[src/smbc_cfg.svh]
`ifndef SMBC_CFG_SVH
`define SMBC_CFG_SVH

// Software register offsets
`define SMBC_OFF_CTRL    8'h00
`define SMBC_OFF_IFCFG   8'h04
`define SMBC_OFF_TIMING  8'h08
`define SMBC_OFF_BURST   8'h0C
`define SMBC_OFF_WDOG    8'h10
`define SMBC_OFF_SHADOW  8'h14

// Control register bit positions
`define SMBC_CTRL_START  0
`define SMBC_CTRL_SEL    1
`define SMBC_CTRL_ARM    3
`define SMBC_CTRL_CLR    4

// Reset values of the interface configuration and the watchdog limit
`define SMBC_RST_ALT     2'h3
`define SMBC_RST_ALW     2'h1
`define SMBC_RST_SCHEME  3'h3
`define SMBC_RST_WDOG    16'hFFFF

// Values the sequencer derives itself, plus the sync interface code and burst limit it checks
`define SMBC_BASE_16     8'h01
`define SMBC_BASE_CF     8'h00
`define SMBC_SPLIT_16    8'h09
`define SMBC_SPLIT_CF    8'h08
`define SMBC_ALW_SYNC    8'h01
`define SMBC_IFACE_SYNC  3'h4
`define SMBC_BURST_MAX   6'h20

`endif

[src/smbc_pkg.sv]
package smbc_pkg;

  typedef enum logic [3:0] {
    F_IFACE    = 4'h0,
    F_BASE     = 4'h1,
    F_SPLIT    = 4'h2,
    F_ALT      = 4'h3,
    F_ALW      = 4'h4,
    F_SCHEME   = 4'h5,
    F_MEMTYPE  = 4'h6,
    F_FIRST    = 4'h7,
    F_NEXT     = 4'h8,
    F_SYNC_RD  = 4'h9,
    F_SYNC_WR  = 4'hA,
    F_SYNC_EN  = 4'hB
  } smbc_field_t;

  typedef enum logic [2:0] {
    S_IDLE  = 3'h0,
    S_WAIT  = 3'h1,
    S_WRITE = 3'h2,
    S_GAP   = 3'h3,
    S_DONE  = 3'h4
  } smbc_state_t;

  typedef struct packed {
    logic [2:0] iface;
    logic [2:0] mem_type;
    logic       sync_en;
    logic       cf_card;
    logic [1:0] latch_setup_hold_field;
    logic [1:0] latch_strobe_width_field;
    logic [2:0] scheme;
  } smbc_if_cfg_t;

  typedef struct packed {
    logic [7:0] first_delay;
    logic [7:0] next_delay;
    logic [3:0] sync_rd_lat;
    logic [3:0] sync_wr_lat;
  } smbc_timing_t;

  typedef struct packed {
    logic        wr;
    logic [1:0]  cs;
    smbc_field_t field;
    logic [7:0]  value;
  } smbc_cfg_wr_t;

endpackage

[src/smbc_shadow_mem.sv]
`timescale 1ns/10ps
module smbc_shadow_mem #(
  parameter int WIDTH = 32,
  parameter int DEPTH = 4
) (
  // Clock and reset
  input  wire logic                     mclk,
  input  wire logic                     rst,
  // Write side
  input  wire logic                     wr_en,
  input  wire logic [$clog2(DEPTH)-1:0] wr_addr,
  input  wire logic [WIDTH-1:0]         wr_data,
  // Read side
  input  wire logic [$clog2(DEPTH)-1:0] rd_addr,
  output logic      [WIDTH-1:0]         rd_data
);
  initial
  begin
    if (DEPTH < 2 || WIDTH < 1)
      $error("smbc_shadow_mem: bad size");
  end

  logic [WIDTH-1:0] mem_q [DEPTH];
  logic [WIDTH-1:0] rd_d;

  always_comb
  begin
    rd_d = mem_q[rd_addr];
  end

  always_ff @(posedge mclk)
  begin
    if (rst)
    begin
      for (int i = 0; i < DEPTH; i++)
        mem_q[i] <= '0;
      rd_data <= '0;
    end
    else
    begin
      if (wr_en)
        mem_q[wr_addr] <= wr_data;
      rd_data <= rd_d;
    end
  end
endmodule

[src/smbc_wdog.sv]
`timescale 1ns/10ps
module smbc_wdog #(
  parameter int WIDTH = 16
) (
  // Clock and reset
  input  wire logic             mclk,
  input  wire logic             rst,
  // Control
  input  wire logic             arm,
  input  wire logic [WIDTH-1:0] limit,
  input  wire logic             xfer_busy,
  // Expiry
  output logic                  fire
);
  initial
  begin
    if (WIDTH < 2)
      $error("smbc_wdog: WIDTH too small");
  end

  logic             armed_q;
  logic             armed_d;
  logic [WIDTH-1:0] cnt_q;
  logic [WIDTH-1:0] cnt_d;
  logic             fire_d;

  // The device waits forever for ready; this bounds that wait
  always_comb
  begin
    armed_d = armed_q;
    cnt_d   = cnt_q;
    fire_d  = 1'b0;
    if (arm)
    begin
      armed_d = 1'b1;
      cnt_d   = '0;
    end
    else if (armed_q)
    begin
      // A zero-wait access ends at once and never trips the limit
      if (!xfer_busy)
        armed_d = 1'b0;
      else if (cnt_q == limit)
      begin
        armed_d = 1'b0;
        fire_d  = 1'b1;
      end
      else
        cnt_d = cnt_q + 1'b1;
    end
  end

  always_ff @(posedge mclk)
  begin
    if (rst)
    begin
      armed_q <= 1'b0;
      cnt_q   <= '0;
      fire    <= 1'b0;
    end
    else
    begin
      armed_q <= armed_d;
      cnt_q   <= cnt_d;
      fire    <= fire_d;
    end
  end
endmodule

[src/smbc_host.sv]
`timescale 1ns/10ps
`include "smbc_cfg.svh"
// What this block does
// - Type from memory, interface, sync fields jointly
// - Address base 01, or 00 for card
// - Address split 1001, or 1000 for card
// - Latch timing 11 when latch fitted
// - Latch strobe width 1 for synchronous
// - Prefer low-order addressing code 011
// - Program fields in order, sync enable last
// - Device may hold ready low forever
// - Sync bursts up to 32 bytes, consecutive
// - Latches capture 26-bit card address
module smbc_host #(
  parameter int WDOG_W  = 16,
  parameter int NUM_CS  = 4
) (
  // Clock and reset
  input  wire logic                 mclk,
  input  wire logic                 rst,
  // Software port
  input  wire logic [7:0]           sw_addr,
  input  wire logic [31:0]          sw_wdata,
  input  wire logic                 sw_wr,
  input  wire logic                 sw_rd,
  output logic      [31:0]          sw_rdata,
  // Device configuration port
  output smbc_pkg::smbc_cfg_wr_t    dev_cfg,
  input  wire logic [NUM_CS-1:0]    cs_active,
  // Transfer watchdog
  input  wire logic                 xfer_busy,
  output logic                      wdog_reset_req
);
  import smbc_pkg::*;

  initial
  begin
    if (NUM_CS != 4 || WDOG_W < 2 || WDOG_W > 32)
      $error("smbc_host: unsupported parameters");
  end

  function automatic logic is_sync(input logic [2:0] iface);
    return iface == `SMBC_IFACE_SYNC;
  endfunction

  function automatic logic [7:0] field_value(
    input smbc_field_t  f,
    input smbc_if_cfg_t ic,
    input smbc_timing_t tc
  );
    logic [7:0] v;
    v = 8'h00;
    unique case (f)
      F_IFACE:   v = {5'h00, ic.iface};
      F_BASE:    v = ic.cf_card ? `SMBC_BASE_CF : `SMBC_BASE_16;
      // The split decides how the card's latched address is formed
      F_SPLIT:   v = ic.cf_card ? `SMBC_SPLIT_CF
                                : `SMBC_SPLIT_16;
      F_ALT:     v = {6'h00, ic.latch_setup_hold_field};
      F_ALW:     v = is_sync(ic.iface) ? `SMBC_ALW_SYNC
                                       : {6'h00, ic.latch_strobe_width_field};
      F_SCHEME:  v = {5'h00, ic.scheme};
      F_MEMTYPE: v = {5'h00, ic.mem_type};
      F_FIRST:   v = tc.first_delay;
      F_NEXT:    v = tc.next_delay;
      F_SYNC_RD: v = {4'h0, tc.sync_rd_lat};
      F_SYNC_WR: v = {4'h0, tc.sync_wr_lat};
      F_SYNC_EN: v = {7'h00, is_sync(ic.iface)};
      default:   v = 8'h00;
    endcase
    return v;
  endfunction

  // Software-visible registers
  smbc_if_cfg_t  ic_q, ic_d;
  smbc_timing_t  tc_q, tc_d;
  logic [5:0]    burst_q, burst_d;
  logic [WDOG_W-1:0] limit_q, limit_d;
  logic [1:0]    sel_q, sel_d;
  logic          done_q, done_d;
  logic          fired_q, fired_d;
  logic          err_q, err_d;
  logic [31:0]   rdata_d;

  // Sequencer state
  smbc_state_t   st_q, st_d;
  smbc_field_t   step_q, step_d;
  smbc_if_cfg_t  lat_ic_q, lat_ic_d;
  smbc_timing_t  lat_tc_q, lat_tc_d;
  smbc_cfg_wr_t  cfg_d;

  logic          start;
  logic          arm;
  logic          clr;
  logic          bad_cfg;
  logic          shadow_wr;
  logic [31:0]   shadow_rd;
  logic          wd_fire;

  assign start = sw_wr && sw_addr == `SMBC_OFF_CTRL
                 && sw_wdata[`SMBC_CTRL_START];
  assign arm   = sw_wr && sw_addr == `SMBC_OFF_CTRL
                 && sw_wdata[`SMBC_CTRL_ARM];
  assign clr   = sw_wr && sw_addr == `SMBC_OFF_CTRL
                 && sw_wdata[`SMBC_CTRL_CLR];

  // A sync flag disagreeing with the interface type is refused
  always_comb
  begin
    bad_cfg = (ic_q.sync_en != is_sync(ic_q.iface))
              || (is_sync(ic_q.iface)
                  && burst_q > `SMBC_BURST_MAX);
  end

  always_comb
  begin
    ic_d    = ic_q;
    tc_d    = tc_q;
    burst_d = burst_q;
    limit_d = limit_q;
    sel_d   = sel_q;
    if (sw_wr)
    begin
      unique case (sw_addr)
        `SMBC_OFF_IFCFG:  ic_d    = sw_wdata[$bits(smbc_if_cfg_t)-1:0];
        `SMBC_OFF_TIMING: tc_d    = sw_wdata[$bits(smbc_timing_t)-1:0];
        `SMBC_OFF_BURST:  burst_d = sw_wdata[5:0];
        `SMBC_OFF_WDOG:   limit_d = sw_wdata[WDOG_W-1:0];
        `SMBC_OFF_CTRL:
        begin
          if (st_q == S_IDLE)
            sel_d = sw_wdata[`SMBC_CTRL_SEL +: 2];
        end
        default:;
      endcase
    end
  end

  // Sticky flags: a hardware set wins over a software clear
  always_comb
  begin
    done_d  = clr ? 1'b0 : done_q;
    fired_d = clr ? 1'b0 : fired_q;
    err_d   = clr ? 1'b0 : err_q;
    if (st_q == S_DONE)
      done_d = 1'b1;
    if (wd_fire)
      fired_d = 1'b1;
    if (start && st_q == S_IDLE && bad_cfg)
      err_d = 1'b1;
  end

  always_comb
  begin
    rdata_d = 32'h0000_0000;
    if (sw_rd)
    begin
      unique case (sw_addr)
        `SMBC_OFF_CTRL:   rdata_d = {26'h0, sel_q, fired_q, err_q,
                                     done_q, st_q != S_IDLE};
        `SMBC_OFF_IFCFG:  rdata_d = {17'h0, ic_q};
        `SMBC_OFF_TIMING: rdata_d = {8'h00, tc_q};
        `SMBC_OFF_BURST:  rdata_d = {26'h0, burst_q};
        `SMBC_OFF_WDOG:   rdata_d = 32'(limit_q);
        `SMBC_OFF_SHADOW: rdata_d = shadow_rd;
        default:          rdata_d = 32'h0000_0000;
      endcase
    end
  end

  // Sequencer: snapshot the settings, wait for a quiet chip select,
  // then write each field in the fixed order
  always_comb
  begin
    st_d     = st_q;
    step_d   = step_q;
    lat_ic_d = lat_ic_q;
    lat_tc_d = lat_tc_q;
    cfg_d    = dev_cfg;
    cfg_d.wr = 1'b0;
    unique case (st_q)
      S_IDLE:
      begin
        if (start && !bad_cfg)
        begin
          lat_ic_d = ic_q;
          lat_tc_d = tc_q;
          step_d   = F_IFACE;
          st_d     = S_WAIT;
        end
      end
      S_WAIT:
      begin
        if (!cs_active[sel_q])
          st_d = S_WRITE;
      end
      S_WRITE:
      begin
        cfg_d.wr    = 1'b1;
        cfg_d.cs    = sel_q;
        cfg_d.field = step_q;
        cfg_d.value = field_value(step_q, lat_ic_q, lat_tc_q);
        st_d        = S_GAP;
      end
      S_GAP:
      begin
        if (step_q == F_SYNC_EN)
          st_d = S_DONE;
        else
        begin
          step_d = smbc_field_t'(step_q + 4'h1);
          st_d   = S_WRITE;
        end
      end
      S_DONE:
        st_d = S_IDLE;
      default:
        st_d = S_IDLE;
    endcase
  end

  assign shadow_wr = (st_q == S_DONE);

  always_ff @(posedge mclk)
  begin
    if (rst)
    begin
      ic_q     <= '{iface: 3'h0, mem_type: 3'h0, sync_en: 1'b0,
                    cf_card: 1'b0, latch_setup_hold_field: `SMBC_RST_ALT,
                    latch_strobe_width_field: `SMBC_RST_ALW,
                    scheme: `SMBC_RST_SCHEME};
      tc_q     <= '0;
      burst_q  <= 6'h00;
      limit_q  <= WDOG_W'(`SMBC_RST_WDOG);
      sel_q    <= 2'h0;
      done_q   <= 1'b0;
      fired_q  <= 1'b0;
      err_q    <= 1'b0;
      sw_rdata <= 32'h0000_0000;
      st_q     <= S_IDLE;
      step_q   <= F_IFACE;
      lat_ic_q <= '0;
      lat_tc_q <= '0;
      dev_cfg  <= '{wr: 1'b0, cs: 2'h0, field: F_IFACE, value: 8'h00};
    end
    else
    begin
      ic_q     <= ic_d;
      tc_q     <= tc_d;
      burst_q  <= burst_d;
      limit_q  <= limit_d;
      sel_q    <= sel_d;
      done_q   <= done_d;
      fired_q  <= fired_d;
      err_q    <= err_d;
      sw_rdata <= rdata_d;
      st_q     <= st_d;
      step_q   <= step_d;
      lat_ic_q <= lat_ic_d;
      lat_tc_q <= lat_tc_d;
      dev_cfg  <= cfg_d;
    end
  end

  smbc_shadow_mem #(
    .WIDTH (32),
    .DEPTH (NUM_CS)
  ) u_shadow (
    .mclk    (mclk),
    .rst     (rst),
    .wr_en   (shadow_wr),
    .wr_addr (sel_q),
    .wr_data ({17'h0, lat_ic_q}),
    .rd_addr (sel_q),
    .rd_data (shadow_rd)
  );

  smbc_wdog #(
    .WIDTH (WDOG_W)
  ) u_wdog (
    .mclk      (mclk),
    .rst       (rst),
    .arm       (arm),
    .limit     (limit_q),
    .xfer_busy (xfer_busy),
    .fire      (wd_fire)
  );

  assign wdog_reset_req = wd_fire;
endmodule

[config.mk]
export PLATFORM = sky130hd
export DESIGN_NAME = smbc_host
export DESIGN_NICKNAME = d
export VERILOG_FILES = /design/src/smbc_pkg.sv /design/src/smbc_shadow_mem.sv /design/src/smbc_wdog.sv /design/src/smbc_host.sv
export VERILOG_INCLUDE_DIRS = /design/src /design/src/src
export SDC_FILE = /design/constraint.sdc
export NUM_CORES = 1
export LEC_CHECK = 0
export ABC_CLOCK_PERIOD_IN_PS = 3000
export BUFFER_PORTS_ARGS = -buffer_cell sky130_fd_sc_hd__buf_2
export CAP_MARGIN = 20
export CORE_MARGIN = 5
export CORE_UTILIZATION = 56
export DETAILED_ROUTE_END_ITERATION = 6
export GPL_TIMING_DRIVEN = 0
export PLACE_DENSITY = 0.78
export SYNTH_ARGS = -nofsm -noshare
export SYNTH_HDL_FRONTEND = slang
export SYNTH_HIERARCHICAL = 1
export SYNTH_SLANG_ARGS = --single-unit
[constraint.sdc]
create_clock -name mclk -period 3 [get_ports mclk]
set_input_delay 0.15 -clock mclk [delete_from_list [all_inputs] [get_ports mclk]]
set_output_delay 0.15 -clock mclk [all_outputs]
set_load 0.02 [all_outputs]
==> results.cfg <==
[status]
outcome = finished, violations left
violated_checks = DRC

[routing]
detail_route.first_pass.iterations = 7
routed_wl_mm = 39.3
avgRoutedWirePerCell_um = 20.7
vias = 10800
avgViaCountPerCell = 5.72
drt_first_iter_violations = 929
drc_errors = 4
postRouteAntennaNets = 0

[grt]
largest_net_degree_at_the_start_of_global_routing = 33
grt_antenna_before_repair = 0
first_global_vias = 10700
grt_remaining_overflow = 0
globalRouteTotalUtil = 0.265
grt_pass1_wl_mm = 59.7

[timing]
achievable-frequency_mhz = 355
max-slew-margin-rel = 0.327
setup_viol = 0
worst_tran_pin_value_ns = 1.01
timing.final.hold_violations = 0
grt_setup_unrepaired = false
period_share = 0.939
setup_tns_ns = 0
final-max-slew-violation-count = 0
finalWorstPathRequiredPeriod_ns = 2.82
max_clock_skew_ns = 0.0125

[place]
buffer_ports.inserted = 87
dp_hpwl_mm = 27.5
place_congestion = 0.966

[synthesis]
netlist_top_cells_area = dfxtp_1 29%, edfxtp_1 27%, mux2i_1 8.9%
yosys_warnings = 6
synth_enable_flop_cells = 128
synth_top_cell_area_share = 0.289
post-synth-top-area-cell = dfxtp_1
synth_cell_type_count = 72
post_synth.cell_area_avg_um2 = 11.0
post_synthesis_sequential_area_ratio = 0.555
synth-main-ff-cell = dfxtp_1
syn-instance-count = 1319
postSynthRegisterBits = 337
synth_top_cells_by_count = 209 x dfxtp_1, 154 x and2_1, 128 x edfxtp_1, 128 x mux2i_1, 111 x nand2_1
synth.most_common_cell = dfxtp_1
synth.cell_area_mm2 = 0.0145
postSynth.asyncResetShare = 0

[clock_network]
tritoncts = done
clk_root_buffer_cell = clkbuf_16
htreeDepth = 2
cts_buffers = 37
post_cts_buffers = 0
clock-sinks = 337
cts.clk_slew.worst_paths_ns = 0.06
max_root_sink_buffers = 3
clkLatencyLatePin_ns = 0.52

[pwr]
power.density_mw_per_mm2 = 567
power.static_leakage_nw = 6.35
p_total_w = 0.00966
ir_worst_vdd_v = 0.000494

[cells_and_area]
finish.net_count = 1594
syn_to_final_growth_pct = 17.8
drive_gt1_frac = 0.135
antenna-diode-count = 0

[critical_path]
max_fo_critical_path = 32
worstPathArrival_ns = 2.96
timing.critical_path.from_type = register
cp_class = register to register
worstPathRequired_ns = 3.14
cp-end-kind = register

[die]
design.portCount = 97
core.rowCount = 58
start_util = 0.571
fp.coreArea_mm2 = 0.0253
die_area_mm2 = 0.0291
die_width_um = 171
die-height_um = 171

[job]
cap_viol_max_count = 0

[worst_hold_path]
hold_class = input port to register
-- routing by layer --
layer	vias to the layer above	track usage	routed length, um
met5	-	0	0
met4	0	0.0955	1380
met3	94	0.0407	2950
met2	490	0.447	18900
met1	5188	0.350	16100
li1	5075	-	-
-- layout by cell type, fill, tap and decap left out, drive strengths merged, types with 37 or more instances in the layout --
master | netlist | layout
a21oi | 60 | 60
and2 | 154 | 154
buf | 35 | 126
clkbuf | 55 | 100
conb | 1 | 68
dfxtp | 209 | 209
edfxtp | 128 | 128
mux2i | 128 | 128
nand2 | 111 | 111
nand2b | 80 | 80
nor2 | 53 | 53
o22ai | 37 | 37
-- state kept, by name, summed over array words and instances (netlist names), 3 cells and up --
name,flops
sw_rdata,32
ic_q,15
lat_ic_q,15
u_wdog/cnt_q,16
st_q,3
u_shadow/mem_q,128
dev_cfg,15
step_q,4
lat_tc_q,24
limit_q,16
burst_q,6
tc_q,24
u_shadow/rd_data,32
-- power breakdown --
group / internal (W) / switching (W)
combinational: 0.000126 / 0.000226
sequential: 0.00482 / 0.0000281
clock: 0.00263 / 0.00183
-- metrics by stage --
step / setup slack (ns) / util / instances / cell area (um^2) / hold slack [ns]
detailed placement: 0.101 / 0.616 / 1807 / 15600 / 0.403
CTS: 0.0795 / 0.672 / 1896 / 17000 / 0.0417
global route: 0.0247 / 0.672 / 1896 / 17000 / 0.0608
global placement: -0.606 / 0.614 / 1803 / 15600 / 0.406
finish: 0.183 / 0.672 / 1896 / 17000 / 0.0580
floorplan: 0.636 / - / 1386 / 14700 / 0.274
-- worst paths after layout --
check | startpoint | end | slack (ns) | depth (start not counted)
max | st_q[2] | u_shadow/mem_q[1][24] | 0.18 | 5
min | rst | u_wdog/armed_q | 0.06 | 2
min reg2reg | u_shadow/rd_data[25] | sw_rdata[25] | 0.43 | 1
max reg2reg | st_q[2] | u_shadow/mem_q[1][24] | 0.18 | 5
-- critical path: stages (launching register included) --
cell and delay (ns):
dfxtp_1 0.31, clkbuf_1 0.27, nor3b_1 0.41, buf_2 0.30, and4bb_1 0.37, or2_2 0.77
-- repair_timing --
| action | CTS | global route |
|---|---|---|
| hold buffers | 24 | 0 |
| endpoints found under the hold margin | 39 | 0 |
| gates resized for setup | 0 | 1 |
| setup endpoints to repair | 0 | 32 |
-- final cells by class --
| type | instances | area [um^2] |
|---|---|---|
| Inverter | 6 | 22.5 |
| Sequential cell | 337 | 8030 |
| Fill cell | 1978 | 8300 |
| Clock inverter | 20 | 223 |
| Buffer | 90 | 473 |
| Multi-Input combinational cell | 953 | 6200 |
| Tap cell | 330 | 413 |
| Clock buffer | 45 | 956 |
| Timing Repair Buffer | 115 | 716 |
-- cells by family after synthesis --
logic type | after synthesis | share of synthesized area
muxes | 130 | 0.0910
xor gates and xnor gates | 18 | 0.0109
and+or+nand+nor | 526 | 0.208
adders and majority gates | 5 | 0.00433
buffers and inverters | 96 | 0.0343
DFF | 337 | 0.555
AOI/OAI and AO/OA | 206 | 0.0960
other | 1 | 0.000259
Power figures use the tool's default switching activity.
